## config.mk

```make
export PLATFORM = sky130hd
export DESIGN_NAME = cct_top
export DESIGN_NICKNAME = d
export VERILOG_FILES = /design/src/rtl/cct_pkg.sv /design/src/rtl/cct_div_if.sv /design/src/rtl/cct_clk_div.sv /design/src/rtl/cct_top.sv
export VERILOG_INCLUDE_DIRS = /design/src /design/src/rtl
export SDC_FILE = /design/constraint.sdc
export NUM_CORES = 1
export LEC_CHECK = 0
export ABC_AREA = 1
export BUFFER_PORTS_ARGS = -buffer_cell sky130_fd_sc_hd__buf_4
export CAP_MARGIN = 25
export CORE_ASPECT_RATIO = 1.4
export CORE_UTILIZATION = 45
export CTS_CLUSTER_SIZE = 10
export DETAILED_ROUTE_END_ITERATION = 8
export HOLD_SLACK_MARGIN = 0.02
export SLEW_MARGIN = 20
export SYNTH_ARGS = -nofsm -noshare
export SYNTH_HDL_FRONTEND = slang
export SYNTH_SLANG_ARGS = --single-unit
export TNS_END_PERCENT = 10
```

## constraint.sdc

```tcl
create_clock -name ref_clk -period 3.2 [get_ports ref_clk]
set_clock_uncertainty 0.15 [all_clocks]
set_input_delay 0.32 -clock ref_clk [delete_from_list [all_inputs] [get_ports ref_clk]]
set_output_delay 0.32 -clock ref_clk [all_outputs]
set_load 0.1 [all_outputs]
```

## src/rtl/cct_cfg.svh

```systemverilog
`ifndef CCT_CFG_SVH
`define CCT_CFG_SVH

// channel address window: channel n sits at n times the stride
`define CCT_CH_STRIDE 7'h40
`define CCT_CH_SEL_BIT 6

// local offsets inside one channel window
`define CCT_OFF_CMD 6'h20
`define CCT_OFF_STAT 6'h21
`define CCT_OFF_MASK 6'h29
`define CCT_OFF_RX_BYTE_COUNT_LOW 6'h2a
`define CCT_OFF_RX_BYTE_COUNT_HIGH 6'h2b
`define CCT_OFF_CFG 6'h3f

// channel_config_four layout
`define CCT_CFG_RST 8'h00
`define CCT_CFG_WMASK 8'hf3
`define CCT_BIT_QUARTER 7
`define CCT_BIT_ENH 6
`define CCT_BIT_TST 5
`define CCT_BIT_ICD 4
`define CCT_THR_HI 1
`define CCT_THR_LO 0

// command register
`define CCT_BIT_RMC 7

// event status and mask layout
`define CCT_EV_W 3
`define CCT_EV_POOL 0
`define CCT_EV_MSGEND 1
`define CCT_EV_CD 2
`define CCT_STAT_RST 3'h0
`define CCT_MASK_RST 3'h7

// low count bits cleared by RMC per pool size
`define CCT_LOW_32 16'h001f
`define CCT_LOW_16 16'h000f
`define CCT_LOW_4 16'h0003
`define CCT_LOW_2 16'h0001

// core clock divide ratio
`define CCT_CORE_DIV 4
`define CCT_DIV_LAST 2'h3

`define CCT_RD_NONE 8'h00

`endif

```

## src/rtl/cct_pkg.sv

```systemverilog
package cct_pkg;

  typedef enum logic [1:0] {
    CCT_THR_32 = 2'b00,
    CCT_THR_16 = 2'b01,
    CCT_THR_4 = 2'b10,
    CCT_THR_2 = 2'b11
  } cct_thr_t;

  typedef logic [7:0] cct_byte_t;

endpackage : cct_pkg

```

## src/rtl/cct_div_if.sv

```systemverilog
`timescale 1ns/1ps
interface cct_div_if;
  logic quarterSel;
  logic coreTick;
  logic brgTick;

  modport ctl (
    output quarterSel,
    input coreTick,
    input brgTick
  );

  modport div (
    input quarterSel,
    output coreTick,
    output brgTick
  );
endinterface : cct_div_if

```

## src/rtl/cct_clk_div.sv

```systemverilog
`timescale 1ns/1ps
`include "cct_cfg.svh"
module cct_clk_div
  import cct_pkg::*;
(
  input wire logic ref_clk,
  input wire logic srst,
  input wire logic ce,
  cct_div_if.div dv
);

  logic [1:0] div_q;
  logic [1:0] div_d;
  logic coreTick_q;
  logic coreTick_d;
  logic brgTick_q;
  logic brgTick_d;

  initial begin
    if (`CCT_CORE_DIV != 4) begin
      $error("cct_clk_div serves a divide ratio of four only");
    end
  end

  always_comb begin
    if (dv.quarterSel) begin
      div_d = div_q + 2'h1;
      coreTick_d = (div_q == `CCT_DIV_LAST);
    end else begin
      div_d = 2'h0;
      coreTick_d = 1'b1;
    end
    // the rate generator stays on the undivided crystal either way
    brgTick_d = 1'b1;
  end

  always_ff @(posedge ref_clk) begin
    if (srst) begin
      div_q <= 2'h0;
      coreTick_q <= 1'b0;
      brgTick_q <= 1'b0;
    end else if (ce) begin
      div_q <= div_d;
      coreTick_q <= coreTick_d;
      brgTick_q <= brgTick_d;
    end
  end

  assign dv.coreTick = coreTick_q;
  assign dv.brgTick = brgTick_q;

endmodule : cct_clk_div

```

## src/rtl/cct_top.sv

```systemverilog
`timescale 1ns/1ps
`include "cct_cfg.svh"
module cct_top
  import cct_pkg::*;
#(
  parameter int NUM_CH = 2,
  parameter int COUNT_W = 12
) (
  input wire logic ref_clk,
  input wire logic srst,
  input wire logic ce,
  input wire logic [6:0] regAddr,
  input wire logic [7:0] regWrData,
  input wire logic regWrStb,
  input wire logic regRdStb,
  output logic [7:0] regRdData,
  output logic irq,
  input wire logic [NUM_CH-1:0] masterClockOption,
  input wire logic [NUM_CH-1:0] rxByteValid,
  input wire logic [NUM_CH-1:0] rxFrameStart,
  input wire logic [NUM_CH-1:0] rxMessageEnd,
  input wire logic [NUM_CH-1:0] carrierDetect,
  output logic [NUM_CH-1:0] coreTick,
  output logic [NUM_CH-1:0] brgTick,
  output logic [NUM_CH-1:0] enhancedRateSelect,
  output logic [NUM_CH-1:0] testPinSelect,
  output logic [NUM_CH-1:0] carrierActive,
  output logic [NUM_CH-1:0] rxPoolFullEvent
);

  initial begin
    if (NUM_CH < 1 || NUM_CH > 2) begin
      $error("cct_top: NUM_CH must be 1 or 2");
    end
    if (COUNT_W < 5 || COUNT_W > 16) begin
      $error("cct_top: COUNT_W must lie between 5 and 16");
    end
  end

  // local decode shared by all channels
  logic [5:0] locOff;
  logic chSel;
  assign locOff = regAddr[5:0];
  assign chSel = regAddr[`CCT_CH_SEL_BIT];

  cct_byte_t chRd [NUM_CH];
  logic [NUM_CH-1:0] chIrq;

  genvar gi;
  generate
    for (gi = 0; gi < NUM_CH; gi++) begin : g_ch
      logic hit;
      logic wrCfg;
      logic wrCmd;
      logic wrStat;
      logic wrMask;
      cct_thr_t thr;
      logic [15:0] lowMask;
      logic [15:0] cntWide;

      logic [7:0] cfg_q;
      logic [7:0] cfg_d;
      logic [`CCT_EV_W-1:0] mask_q;
      logic [`CCT_EV_W-1:0] mask_d;
      logic [`CCT_EV_W-1:0] stat_q;
      logic [`CCT_EV_W-1:0] stat_d;
      logic [`CCT_EV_W-1:0] events;
      logic [COUNT_W-1:0] cnt_q;
      logic [COUNT_W-1:0] cnt_d;
      logic cdRaw_q;
      logic cdRaw_d;
      logic cdAct_q;
      logic cdAct_d;
      logic pool_q;
      logic pool_d;
      logic irq_q;
      logic irq_d;

      cct_div_if dvIf ();

      cct_clk_div u_div (
        .ref_clk(ref_clk),
        .srst(srst),
        .ce(ce),
        .dv(dvIf)
      );

      // each channel decodes only its own window
      assign hit = (chSel == 1'(gi));
      assign wrCfg = regWrStb && hit && (locOff == `CCT_OFF_CFG);
      assign wrCmd = regWrStb && hit && (locOff == `CCT_OFF_CMD);
      assign wrStat = regWrStb && hit && (locOff == `CCT_OFF_STAT);
      assign wrMask = regWrStb && hit && (locOff == `CCT_OFF_MASK);

      assign thr = cct_thr_t'(cfg_q[`CCT_THR_HI:`CCT_THR_LO]);
      // quarter bit is ignored unless the master clock option is on
      assign dvIf.quarterSel = masterClockOption[gi] && cfg_q[`CCT_BIT_QUARTER];

      always_comb begin
        case (thr)
          CCT_THR_32: lowMask = `CCT_LOW_32;
          CCT_THR_16: lowMask = `CCT_LOW_16;
          CCT_THR_4: lowMask = `CCT_LOW_4;
          CCT_THR_2: lowMask = `CCT_LOW_2;
          default: lowMask = `CCT_LOW_32;
        endcase
      end

      always_comb begin
        // unused bits are dropped so they always read back zero
        cfg_d = wrCfg ? (regWrData & `CCT_CFG_WMASK) : cfg_q;
        mask_d = wrMask ? regWrData[`CCT_EV_W-1:0] : mask_q;

        cnt_d = cnt_q;
        if (rxFrameStart[gi]) begin
          cnt_d = '0;
        end else if (wrCmd && regWrData[`CCT_BIT_RMC]) begin
          cnt_d = cnt_q & ~lowMask[COUNT_W-1:0];
        end
        // the counter keeps counting past pool boundaries; an RMC command clears its low bits and a frame start clears all of it
        if (rxByteValid[gi]) begin
          cnt_d = cnt_d + COUNT_W'(1);
        end
        pool_d = rxByteValid[gi] && ((cnt_d & lowMask[COUNT_W-1:0]) == '0);

        cdRaw_d = carrierDetect[gi];
        cdAct_d = carrierDetect[gi] ^ cfg_q[`CCT_BIT_ICD];

        events = '0;
        events[`CCT_EV_POOL] = pool_d;
        events[`CCT_EV_MSGEND] = rxMessageEnd[gi];
        // raw edge, so flipping the invert bit raises no false event
        events[`CCT_EV_CD] = (carrierDetect[gi] != cdRaw_q);
        // a new event beats a clear in the same cycle
        stat_d = (stat_q & ~(wrStat ? regWrData[`CCT_EV_W-1:0] : '0)) | events;
        irq_d = |(stat_d & ~mask_d);
      end

      always_ff @(posedge ref_clk) begin
        if (srst) begin
          cfg_q <= `CCT_CFG_RST;
          mask_q <= `CCT_MASK_RST;
          stat_q <= `CCT_STAT_RST;
          cnt_q <= '0;
          cdRaw_q <= 1'b0;
          cdAct_q <= 1'b0;
          pool_q <= 1'b0;
          irq_q <= 1'b0;
        end else if (ce) begin
          cfg_q <= cfg_d;
          mask_q <= mask_d;
          stat_q <= stat_d;
          cnt_q <= cnt_d;
          cdRaw_q <= cdRaw_d;
          cdAct_q <= cdAct_d;
          pool_q <= pool_d;
          irq_q <= irq_d;
        end
      end

      assign cntWide = 16'(cnt_q);

      always_comb begin
        if (!hit) begin
          chRd[gi] = `CCT_RD_NONE;
        end else begin
          case (locOff)
            `CCT_OFF_CFG: chRd[gi] = cfg_q;
            `CCT_OFF_STAT: chRd[gi] = 8'(stat_q);
            `CCT_OFF_MASK: chRd[gi] = 8'(mask_q);
            `CCT_OFF_RX_BYTE_COUNT_LOW: chRd[gi] = cntWide[7:0];
            `CCT_OFF_RX_BYTE_COUNT_HIGH: chRd[gi] = cntWide[15:8];
            default: chRd[gi] = `CCT_RD_NONE;
          endcase
        end
      end

      assign chIrq[gi] = irq_q;
      assign coreTick[gi] = dvIf.coreTick;
      assign brgTick[gi] = dvIf.brgTick;
      assign enhancedRateSelect[gi] = cfg_q[`CCT_BIT_ENH];
      // left visible so a bad setting shows up outside
      assign testPinSelect[gi] = cfg_q[`CCT_BIT_TST];
      assign carrierActive[gi] = cdAct_q;
      assign rxPoolFullEvent[gi] = pool_q;
    end
  endgenerate

  // bus answer and combined interrupt
  cct_byte_t rdData_q;
  cct_byte_t rdData_d;
  logic irqAll_q;
  logic irqAll_d;

  always_comb begin
    rdData_d = `CCT_RD_NONE;
    if (regRdStb) begin
      for (int i = 0; i < NUM_CH; i++) begin
        rdData_d = rdData_d | chRd[i];
      end
    end
    irqAll_d = |chIrq;
  end

  always_ff @(posedge ref_clk) begin
    if (srst) begin
      rdData_q <= `CCT_RD_NONE;
      irqAll_q <= 1'b0;
    end else if (ce) begin
      rdData_q <= rdData_d;
      irqAll_q <= irqAll_d;
    end
  end

  assign regRdData = rdData_q;
  assign irq = irqAll_q;

endmodule : cct_top

```

=== Word-level counts from Yosys, hierarchy flattened ===
Cells that the tools add are included.

* Add/subtract/negate cells: 4
* Mux-type cells: 21
* Reductions and logical operators: 25
* Bitwise logic cells: 20
* Equality and inequality tests: 16

{| class="wikitable"
|+ Operators by type and width
! operator !! count
|-
| $pmux W12 S4 || 2
|-
| $pmux W8 S5 || 2
|-
| $mux W12 || 6
|-
| $and A12 B12 Y12 || 4
|-
| $eq A6 B6 Y1 const B || 6
|-
| $add A12 B1 Y12 const B || 2
|-
| $logic_not A12 Y1 || 2
|-
| $mux W8 || 3
|-
| $not A12 Y12 || 2
|-
| $logic_and A1 B1 Y1 || 16
|-
| $and A3 B3 Y3 || 4
|-
| $eq A2 B2 Y1 const B || 6
|-
| $mux W3 || 4
|-
| $not A3 Y3 || 4
|-
| $or A8 B8 Y8 || 1
|-
| $or A3 B3 Y3 || 2
|-
| $reduce_or A3 Y1 || 2
|-
| $add A2 B1 Y2 const B || 2
|-
| $eq A2 B1 Y1 const B || 2
|-
| $logic_not A2 Y1 || 2
|-
| $mux W2 || 2
|-
| $reduce_and A2 Y1 || 2
|-
| $mux W1 || 2
|-
| $ne A1 B1 Y1 || 2
|-
| 3 further kinds || 4
|}

* Output and inout bits: 21
* Flip-flop bits (word level): 72
* Input port bits: 30
* Word-level logic and storage cells: 109

=== Longest topological paths before layout ===
Gate-level depths: netlist of run 1.

* Word-level depth: 14
* Mapped depth: 17
* Mapped depth without buffers: 17

=== Modules after synthesis ===
A second synthesis of run 1 with hierarchy kept.

* Cell total of the unflattened synthesis: 621
* Area total of the unflattened synthesis: 4172.8 um^2

{| class="wikitable"
|+ Modules (own cells, without submodules)
! module !! area each (um^2) !! cells an instance !! times used !! sequential area each (um^2)
|-
| cct_top || 3847.4 || 581 || 1 || 1301.2
|-
| cct_clk_div || 162.7 || 20 || 2 || 80.1
|}

=== Worst setup path before layout of run 1 ===
Ideal clock, no wire load.

* Kind: input to register
* Start point: input regAddr[6]
* End point: register g_ch[1].stat_q[0]
* Setup time: 0.113 ns
* Path slack: 1.146 ns
* Data required time: 2.937 ns
* Stages: 16
* Arrival: 1.791 ns
* Path buffers: 1
* Cells stage by stage: buf_4 nand2_2 nor2_4 nand3_2 inv_2 nor3_2 ha_1 nand2_1 nor2_1 nand3_1 nand2_1 nand2_1 nand3_1 nand2_1 o21ai_1 inv_1

* Longest elaborated chain between the ends: 11
* Elaborated cells between the ends (all ways): 15
* Those cells by class: 1 x add/sub; 4 x mux; 4 x bitwise; 6 x reduce/logical

{| class="wikitable"
|+ RTL lines
! what !! RTL line !! source
|-
| start, declared || cct_top.sv:12 || <nowiki>input wire logic [6:0] regAddr,</nowiki>
|-
| $logic_and A1 B1 Y1 (*) || cct_top.sv:91, cct_top.sv:92 ||
|-
| $logic_and A1 B1 Y1 || cct_top.sv:91 || <nowiki>assign wrCmd = regWrStb && hit && (locOff == `CCT_OFF_CMD);</nowiki>
|-
| $logic_and A1 B1 Y1 || cct_top.sv:117 || <nowiki>end else if (wrCmd && regWrData[`CCT_BIT_RMC]) begin</nowiki>
|-
| $mux W12 || cct_top.sv:117 ||
|-
| $mux W12 || cct_top.sv:115 || <nowiki>if (rxFrameStart[gi]) begin</nowiki>
|-
| $add A12 B1 Y12 || cct_top.sv:122 || <nowiki>cnt_d = cnt_d + COUNT_W'(1);</nowiki>
|-
| $mux W12 || cct_top.sv:121 || <nowiki>if (rxByteValid[gi]) begin</nowiki>
|-
| $and A12 B12 Y12 || cct_top.sv:124 || <nowiki>pool_d = rxByteValid[gi] && ((cnt_d & lowMask[COUNT_W-1:0]) == '0);</nowiki>
|-
| $logic_not A12 Y1 || cct_top.sv:124 ||
|-
| $logic_and A1 B1 Y1 || cct_top.sv:124 ||
|-
| $or A3 B3 Y3 (*) || cct_top.sv:135 || <nowiki>stat_d = (stat_q & ~(wrStat ? regWrData[`CCT_EV_W-1:0] : '0)) | events;</nowiki>
|-
| end signal, assigned || cct_top.sv:143 || <nowiki>stat_q <= `CCT_STAT_RST;</nowiki>
|-
| end signal, assigned || cct_top.sv:152 || <nowiki>stat_q <= stat_d;</nowiki>
|-
| end, declared || cct_top.sv:65 || <nowiki>logic [`CCT_EV_W-1:0] stat_q;</nowiki>
|}

Mark *: on every way between the ends. The rest lies on a longest branch, timed or not.
A chain may end at the register's enable or synchronous reset.

=== Worst setup path in the final report of run 1 ===
* Start point: input regAddr[6]
* End point: register g_ch[0].irq_q

* Longest elaborated chain between the ends: 14
* Elaborated cells between the ends (all ways): 21
* Those cells by class: 1 x add/sub; 5 x mux; 7 x bitwise; 8 x reduce/logical

{| class="wikitable"
|+ RTL lines
! what !! RTL line !! source
|-
| $not A1 Y1 (*) || cct_top.sv:89 || <nowiki>assign hit = (chSel == 1'(gi));</nowiki>
|-
| $logic_and A1 B1 Y1 (*) || cct_top.sv:91, cct_top.sv:92, cct_top.sv:93 ||
|-
| $logic_and A1 B1 Y1 || cct_top.sv:91 ||
|-
| $logic_and A1 B1 Y1 || cct_top.sv:117 ||
|-
| $mux W12 || cct_top.sv:117 ||
|-
| $mux W12 || cct_top.sv:115 ||
|-
| $add A12 B1 Y12 || cct_top.sv:122 ||
|-
| $mux W12 || cct_top.sv:121 ||
|-
| $and A12 B12 Y12 || cct_top.sv:124 ||
|-
| $logic_not A12 Y1 || cct_top.sv:124 ||
|-
| $logic_and A1 B1 Y1 || cct_top.sv:124 ||
|-
| $or A3 B3 Y3 || cct_top.sv:135 ||
|-
| $and A3 B3 Y3 (*) || cct_top.sv:136 || <nowiki>irq_d = |(stat_d & ~mask_d);</nowiki>
|-
| $reduce_or A3 Y1 (*) || cct_top.sv:136 ||
|-
| end signal, assigned || cct_top.sv:157 || <nowiki>irq_q <= irq_d;</nowiki>
|-
| end, declared || cct_top.sv:76 || <nowiki>logic irq_q;</nowiki>
|}

Marked as above.

==> results_dict.tcl, run 1 <==
set metrics [dict create \
    maxCapViolations 0 \
    globalplace.congestion 0.888 \
    max_clock_freq_ghz 0.450 \
    track_usage_pct 24.5 \
    setup_viol 0 \
    drt-initial-drc-count 174 \
    timing.rr.end "g_ch[1].irq_q" \
    wl_per_cell_um 14.9 \
    r2r_start "g_ch[1].cnt_q[0]" \
    overflow 0 \
    min_path_cells 3 \
    clk_pin_slew_ps 60 \
    synthTopCellsByArea "dfxtp_1 35%, nand2_1 8.2%, inv_1 8.0%" \
    cp_num_buf_inv 3 \
    io_pins 51 \
    clockBufferDepth 2 \
    synthCells 611 \
    ant_nets 0 \
    fp.dieW_um 83.3 \
    crit_slowest_cell "nor2_1" \
    cp.arrival_ps 2340 \
    syn_area_um2 4170 \
    ys.flop_type "dfxtp_1" \
    core_um2 8980 \
    cts_made_buffers 9 \
    clock_latency_ps 340 \
    cts_resized 0 \
    ys_seq_area_share_pct 34.6 \
    r2r_slack_ps 1060 \
    portBuffers 49 \
    synth_top_area_share_pct 34.6 \
    cp.required_ps 3320 \
    avgSynthCellArea_um2 6.82 \
    slew_viol_final 0 \
    min_period_ps 2220 \
    synth_nets 645 \
    relSlewSlack_pct 45.1 \
    die-height_um 116 \
    initial_core_util_pct 46.4 \
    synth-edff-count 0 \
    synthArstFlopShare_pct 0 \
    drive_gt1_share_pct 17.8 \
    finalSetupTns_ps 0 \
    worstMarginPinSlew_ps 822 \
    final_common_cell "nand2_1" \
    drt_wl_total_um 11200 \
    status "finished, final reports clean" \
    ys_types 42 \
    viasPerCell 5.27 \
    whs_endpoint "g_ch[0].cdRaw_q" \
    grt_max_degree 39 \
    n_antenna_cell 0 \
    tritoncts "built" \
    layout_common_cells "91 x nand2_1, 89 x inv_1, 72 x dfxtp_1" \
    power.leakage_nw 2.11 \
    ys_seq_elements 72 \
    dieArea_um2 9650 \
    ir_drop_v 0.000335 \
    core.rowCount 41 \
    routed-via-count 3971 \
    dr.pass1.iters 5 \
    power_density_nw_per_um2 503 \
    cts_setup_buffers 0 \
    syn2layout_area_growth_pct 17.4 \
    dpl.hpwl_um 8310 \
    end_kind "flip-flop" \
    nets 675 \
    cts_sinks 72 \
    critPathKind "primary input to flip-flop" \
    cp_max_fo 11 \
    startpoint "regAddr[6]" \
    crit_family "simple AND/OR/NAND/NOR gates" \
    post-place-ws_ps 683 \
    hp-class "primary input to flip-flop" \
    yosysTopAreaCell "dfxtp_1" \
    startpoint_type "primary input" \
    crit_path_frequent_cell "nand2_1" \
    holdCritStartpoint "carrierDetect[0]" \
    grt_pass1_wl_um 18600 \
    clockRootBuffer "clkbuf_16" \
    rsz0062_at_grt "no" \
    grt_pass1_vias 3877 \
    rr_worst_depth 11 \
    cp_slowest_stage_delay_ps 230 \
    hold_viol 0 \
    postCtsHoldBufs 0 \
    layout_setup_ws_ps 977 \
    antenna_found_initial 0 \
    cts_max_level 3 \
    path_cells "buf_4, inv_2, nand2_1, nor2_1, nand2_2, o21ai_2, inv_1, ha_1, nand2_1, xnor2_1, nand3_1, nand2_1, nand3_2, nand2_2, nand2_1, a21oi_1" \
    synth_warnings 0 \
    period_share_pct 69.5 \
    drc 0 \
]
-- synthesized netlist by cell type (all sizes together) (3+ instances only) --
cell    instances
xor2            4
a21oi          55
clkbuf         19
o21a            5
o211ai          3
buf            17
o221ai          5
ha              4
nand4           7
nand3          35
nor3           18
inv            97
o21ai          65
nor4            3
xnor2           4
nor2           72
or2             3
nand2         101
dfxtp          72
o22ai          11
-- state kept, by name, indices dropped and copies added (netlist names), 2 cells and up --
signal	cells
g_ch.cnt_q	24
g_ch.pool_q	2
regRdData	8
g_ch.stat_q	6
g_ch.cdRaw_q	2
g_ch.u_div.dv.coreTick	2
g_ch.irq_q	2
g_ch.mask_q	6
g_ch.cfg_q	12
g_ch.u_div.div_q	4
g_ch.cdAct_q	2
-- how the worst max path moves through the flow --
stage | cells after the start | endpoint
6_report | 16 | g_ch[0].irq_q
5_1_grt | 16 | g_ch[0].irq_q
4_1_cts | 16 | g_ch[0].irq_q
3_5_place_dp | 16 | g_ch[0].irq_q
3_3_place_gp | 16 | g_ch[0].irq_q
2_1_floorplan | 16 | g_ch[1].stat_q[0]
-- cell type report --
| class | count | area [um^2] |
|---|---|---|
| Tap cell | 107 | 134 |
| Sequential cell | 72 | 1440 |
| Multi-Input combinational cell | 406 | 2170 |
| Inverter | 97 | 364 |
| Clock inverter | 5 | 129 |
| Fill cell | 872 | 4080 |
| Timing Repair Buffer | 55 | 420 |
| Clock buffer | 11 | 233 |
-- cell families (layout without fill, tap and decap cells) --
family                     count (synthesis)  after routing  synth area share (%)
DFF                                       72             72                  34.6
xor gates and xnor gates                   8              8                  1.68
AOI/OAI and AO/OA                        153            153                  21.1
adders and majority gates                  4              4                  1.20
and+or+nand+nor                          241            241                  28.1
buffers and inverters                    133            168                  13.3
-- layer usage --
metal  wire, um  vias up  track usage, %
met3        297       23            3.99
met5          0        -               0
met2       5780       66            44.9
li1           -     2048               -
met4        250        0            10.8
met1       4920     1834            28.3
-- through the flow --
step | power (mW) | instance area, um^2 | util, % | cells | hold slack [ps]
floorplan | 1.17 | 4170 | - | 611 | 289
global placement | 1.24 | 4520 | 50.3 | 736 | 305
detailed placement | 1.25 | 4530 | 50.5 | 737 | 308
CTS | 2.48 | 4890 | 54.5 | 753 | 93.9
global route | 2.55 | 4890 | 54.5 | 753 | 100
finish | 2.46 | 4890 | 54.5 | 753 | 97.6
-- worst reg2reg max path, delay by kind of cell (launching register included) --
kind,cells,cell delay [ps]
xor gates and xnor gates,1,240
DFF,1,340
adders and majority gates,1,270
AOI/OAI and AO/OA,1,110
buffers and inverters,1,80
and+or+nand+nor,7,900
-- power breakdown --
| group | switching [mW] | internal [mW] |
|---|---|---|
| Combinational | 0.200 | 0.0880 |
| Clock | 0.388 | 0.843 |
| Sequential | 0.0181 | 0.925 |
No activity file was read; power rests on OpenSTA's default activity.
==> run 2, diff against run 1 <==
- clock period: 3.2 -> 2.1 ns (I/O delays scaled with it)
==> run 2 against run 1 <==
Wire length increased by 1.3%. Cell area increased by 5.1%. Utilization grew 2.8 points. Critical path depth decreased by 3.
==> results_dict.tcl, run 2 (synthesis results as in run 1) <==
set metrics [dict create \
    die-height_um 116 \
    dpl.hpwl_um 8570 \
    cts_made_buffers 9 \
    final_common_cell "nand2_1" \
    wl_per_cell_um 14.4 \
    tritoncts "built" \
    worstMarginPinSlew_ps 496 \
    p_sw_mw 1.01 \
    end_kind "flip-flop" \
    fin_area_um2 5140 \
    status "finished, final reports clean" \
    core.rowCount 41 \
    cts_sinks 72 \
    grt_pass1_wl_um 18900 \
    relSlewSlack_pct 66.6 \
    min_period_ps 1930 \
    clock_latency_ps 350 \
    drt_wl_total_um 11400 \
    startpoint_type "flip-flop" \
    power_density_nw_per_um2 686 \
    ir_drop_v 0.000490 \
    core_um2 8980 \
    min_path_cells 3 \
    portBuffers 49 \
    rr_worst_depth 13 \
    clk_pin_slew_ps 60 \
    clockBufferDepth 2 \
    p_int_mw 2.52 \
    antenna_found_initial 0 \
    slew_viol_final 0 \
    dr.pass1.iters 6 \
    maxCapViolations 0 \
    n_antenna_cell 0 \
    layout_common_cells "91 x nand2_1, 89 x inv_1, 83 x buf_4" \
    ant_nets 0 \
    max_clock_freq_ghz 0.517 \
    post-place-ws_ps -132 \
    nets 711 \
    whs_endpoint "g_ch[1].cfg_q[0]" \
    holdCritStartpoint "regWrData[0]" \
    r2r_start "g_ch[1].cfg_q[0]" \
    largest_reg_flops 24 \
    grt_pass1_vias 3980 \
    cp.required_ps 2220 \
    critPathKind "flip-flop to flip-flop" \
    hold_viol 0 \
    drive_gt1_share_pct 21.7 \
    layout_setup_ws_ps 167 \
    io_pins 51 \
    rsz0062_at_grt "no" \
    globalplace.congestion 0.894 \
    setup_viol 0 \
    hp-class "primary input to flip-flop" \
    cp.arrival_ps 2050 \
    viasPerCell 5.27 \
    timing.rr.end "g_ch[1].irq_q" \
    pwr-share-clk_pct 45.6 \
    clockRootBuffer "clkbuf_16" \
    initial_core_util_pct 46.4 \
    comb_power_share_pct 13.7 \
    grt_max_degree 38 \
    cp_max_fo 3 \
    placed_cell_area_um2 4750 \
    routed-via-count 4159 \
    drt-initial-drc-count 189 \
    pwr-share-seq_pct 40.7 \
    cts_max_level 3 \
    period_share_pct 92.0 \
    r2r_slack_ps 170 \
    track_usage_pct 25.1 \
    syn2layout_area_growth_pct 23.4 \
    fp.dieW_um 83.3 \
    drc 0 \
    cts_setup_buffers 0 \
    power.leakage_nw 2.26 \
    largest_register "g_ch.cnt_q" \
    finalPower_mw 3.53 \
    dieArea_um2 9650 \
    sw_frac_of_total_pct 28.5 \
    overflow 0 \
]
[run 2: cell count changes in the layout (fill, tap and decap cells not counted), sizes merged]
| cell | change |
|---|---|
| buf | +29 |
| bufinv | -3 |
| clkbuf | -2 |
| clkinvlp | +1 |
| dlygate4sd3 | +7 |
| inv | +4 |
[run 2: repair_timing]
action	CTS	global route
endpoints found under the setup margin	0	6
hold buffers	7	0
endpoints found under the hold margin	10	0
gates resized for setup	0	2
[run 2: worst max-delay path, cell delays in order (launching register included)]
cell	delay, ps
dfxtp_1	330
nand2_1	90
inv_1	40
o21ai_1	150
inv_1	60
ha_1	200
nand2_1	100
xnor2_1	150
nand3_1	120
nand2_1	90
nand3_2	90
nand2_1	90
nand2_1	50
a21oi_1	130
[run 2: metrics by stage]
stage,instances,TNS (ps),hold slack (ps),utilization [%]
final,789,0,33.6,57.3
after global routing,789,0,57.3,57.3
after CTS,789,0,23.5,57.2
after detailed placement,766,-497,309,53.0
after global placement,766,-206,303,53.0
after floorplan,611,0,195,-
[run 2: layout make-up]
type	count	area, um^2
Fill cell	879	3840
Multi-Input combinational cell	406	2180
Clock inverter	7	83.8
Sequential cell	72	1440
Timing Repair Buffer	91	713
Tap cell	107	134
Inverter	97	364
Clock buffer	9	225
[run 2: worst max-delay path by stage]
stage / cells past startpoint / from / slack (ps) / endpoint
floorplan: 16 / regAddr[6] / 160 / g_ch[1].stat_q[0]
CTS: 10 / g_ch[0].cnt_q[1] / 100 / g_ch[0].cnt_q[8]
detailed placement: 16 / regAddr[4] / -130 / g_ch[1].irq_q
finish: 13 / g_ch[1].cfg_q[0] / 170 / g_ch[1].irq_q
global placement: 16 / regAddr[0] / -70 / g_ch[0].irq_q
global route: 15 / g_ch[1].cfg_q[0] / 7 / g_ch[1].stat_q[0]
[run 2: metal layers]
layer  global-route usage [%]  share of wire (%)  routed length (um)
met4                     12.5                3.0                 343
met1                     28.6                 43                4850
met3                     4.56                3.5                 403
met2                     45.2                 51                5800
met5                        0                  0                   0
[run 2: power by group through the flow]
stage	sequential, mW	combinational [mW]	clock [mW]
floorplan	1.47	0.311	0
global placement	1.46	0.463	0
detailed placement	1.47	0.469	0
CTS	1.44	0.481	1.64
global route	1.44	0.528	1.71
finish	1.44	0.482	1.61
==> run 3, diff against run 2 <==
==> constraint.sdc (replaced) <==
create_clock -name ref_clk -period 2.1 [get_ports ref_clk]
set_clock_uncertainty 0.15 [all_clocks]
set_input_delay 0.105 -clock ref_clk [delete_from_list [all_inputs] [get_ports ref_clk]]
set_output_delay 0.105 -clock ref_clk [all_outputs]
set_load 0.1 [all_outputs]
==> run 3 against run 2 <==
Final cell count is 0.51% lower. Die area stayed put. First-iteration DRC count is 2.1% higher. Via count is 2.0% lower. Count of clock-buffer cells in the layout stayed put. Sequential share of layout area is 0.075 points higher. Critical endpoint is now g_ch[0].irq_q. Highest routed layer unchanged.
==> results_dict.tcl, run 3 (synthesis results as in run 1) <==
set metrics [dict create \
    globalplace.congestion 0.859 \
    cts_max_level 3 \
    ant_nets 0 \
    clockBufferDepth 2 \
    stdcell_count 785 \
    cp.required_ps 2230 \
    fin_area_um2 5130 \
    cp.arrival_ps 2080 \
    syn2layout_area_growth_pct 23.1 \
    largest_register "g_ch.cnt_q" \
    period_share_pct 93.0 \
    drt-initial-drc-count 193 \
    critPathKind "flip-flop to flip-flop" \
    clk_pin_slew_ps 60 \
    min_period_ps 1950 \
    clockRootBuffer "clkbuf_16" \
    crit_slowest_cell "dfxtp_1" \
    r2r_start "g_ch[0].cnt_q[1]" \
    worstMarginPinSlew_ps 658 \
    hold_viol 0 \
    startpoint_type "flip-flop" \
    crit_family "simple AND/OR/NAND/NOR gates" \
    core_um2 8980 \
    slew_viol_final 0 \
    viasPerCell 5.19 \
    portBuffers 49 \
    place_inst 753 \
    max_clock_freq_ghz 0.512 \
    end_kind "flip-flop" \
    regArea_um2 1440 \
    tritoncts "built" \
    drc 0 \
    power_density_nw_per_um2 665 \
    grt_pass1_wl_um 17900 \
    status "finished, final reports clean" \
    routed-via-count 4076 \
    fill_cells 893 \
    cts_sinks 72 \
    track_usage_pct 23.5 \
    largest_reg_flops 24 \
    cp_num_buf_inv 2 \
    dieArea_um2 9650 \
    core.rowCount 41 \
    hp-class "primary input to flip-flop" \
    wl_per_cell_um 14.2 \
    layout_common_cells "90 x nand2_1, 89 x inv_1, 72 x dfxtp_1" \
    final_common_cell "nand2_1" \
    maxCapViolations 0 \
    crit_path_frequent_cell "nand2_1" \
    grt_max_degree 29 \
    setup_viol 0 \
    drive_gt1_share_pct 20.9 \
    multiInputGateArea_um2 2210 \
    io_pins 51 \
    drt_wl_total_um 11100 \
    holdCritStartpoint "rxByteValid[0]" \
    dpl.hpwl_um 8420 \
    initial_core_util_pct 46.4 \
    dr.pass1.iters 4 \
    grt_pass1_vias 3879 \
    overflow 0 \
    clock_latency_ps 340 \
    power.leakage_nw 2.22 \
    cp_max_fo 3 \
    startpoint "g_ch[0].cnt_q[1]" \
    fp.dieW_um 83.3 \
    die-height_um 116 \
    n_antenna_cell 0 \
    relSlewSlack_pct 56.1 \
    cp_slowest_stage_delay_ps 310 \
    path_cells "inv_1, nor2_1, o21ai_2, inv_1, ha_1, nand2_1, xnor2_2, nand3_1, nand2_1, nand3_2, nand2_2, nand2_1, a21oi_1" \
    ir_drop_v 0.000530 \
    nets 707 \
    placed_cell_area_um2 4640 \
    cts_made_buffers 9 \
    antenna_found_initial 0 \
]
## run 3: changes by cell type in the layout (fill, tap and decap cells not counted), moves of 2 or more
cell / change
xnor2_1: -2
xnor2_2: +2
buf_4: -12
dlygate4sd3_1: +8
## run 3: power breakdown
group	switching [mW]	internal, mW	leakage, nW
logic	0.312	0.167	1.50
clock network	0.673	0.825	0.139
registers	0.0273	1.41	0.587
total	1.01	2.40	2.22
## run 3: per-stage QoR
stage / util, % / TNS (ps) / setup WS, ps / total power [mW] / hold slack [ps]
finish: 57.1 / 0 / 147 / 3.41 / 47.5
detailed placement: 51.7 / -71.6 / -40.5 / 1.92 / 225
floorplan: - / 0 / 261 / 1.78 / 89.9
CTS: 56.6 / 0 / 45.4 / 3.43 / 43.2
global placement: 51.7 / 0 / 20.8 / 1.91 / 218
global route: 57.1 / -36.2 / -13.4 / 3.53 / 69.1
## run 3: what timing repair did
item | in CTS | in global routing
gates resized for setup | 0 | 9
hold buffers | 15 | 0
setup endpoints to repair | 0 | 6
buffers inserted | 0 | 1
hold endpoints to repair | 35 | 0
## run 3: layout make-up
class	count	share of cell area (%)
Sequential cell	72	28.1
Timing Repair Buffer	87	13.5
Multi-Input combinational cell	406	43.0
Tap cell	107	2.61
Inverter	97	7.10
Clock inverter	7	1.22
Clock buffer	9	4.39
## run 3: tightest hold or removal path, stage by stage
cell,delay [ps]
buf_4,140
nand2_1,60
a21oi_1,40
nand3_2,90
a21oi_1,60
## run 3: final timing paths
kind / end / slack [ps] / cells past startpoint
worst max-delay path: g_ch[0].irq_q / 150 / 13
worst min-delay path: g_ch[0].pool_q / 50 / 5
worst max register to register: g_ch[0].irq_q / 150 / 13
worst min register to register: regRdData[1] / 310 / 2
## run 3: per-layer routing
metal | track usage [%] | part of all wire, % | vias up
met1 | 26.5 | 44 | 1868
met2 | 43.8 | 52 | 66
li1 | - | - | 2125
met4 | 10.3 | 2.0 | 0
met5 | 0 | 0 | -
met3 | 3.92 | 2.9 | 17
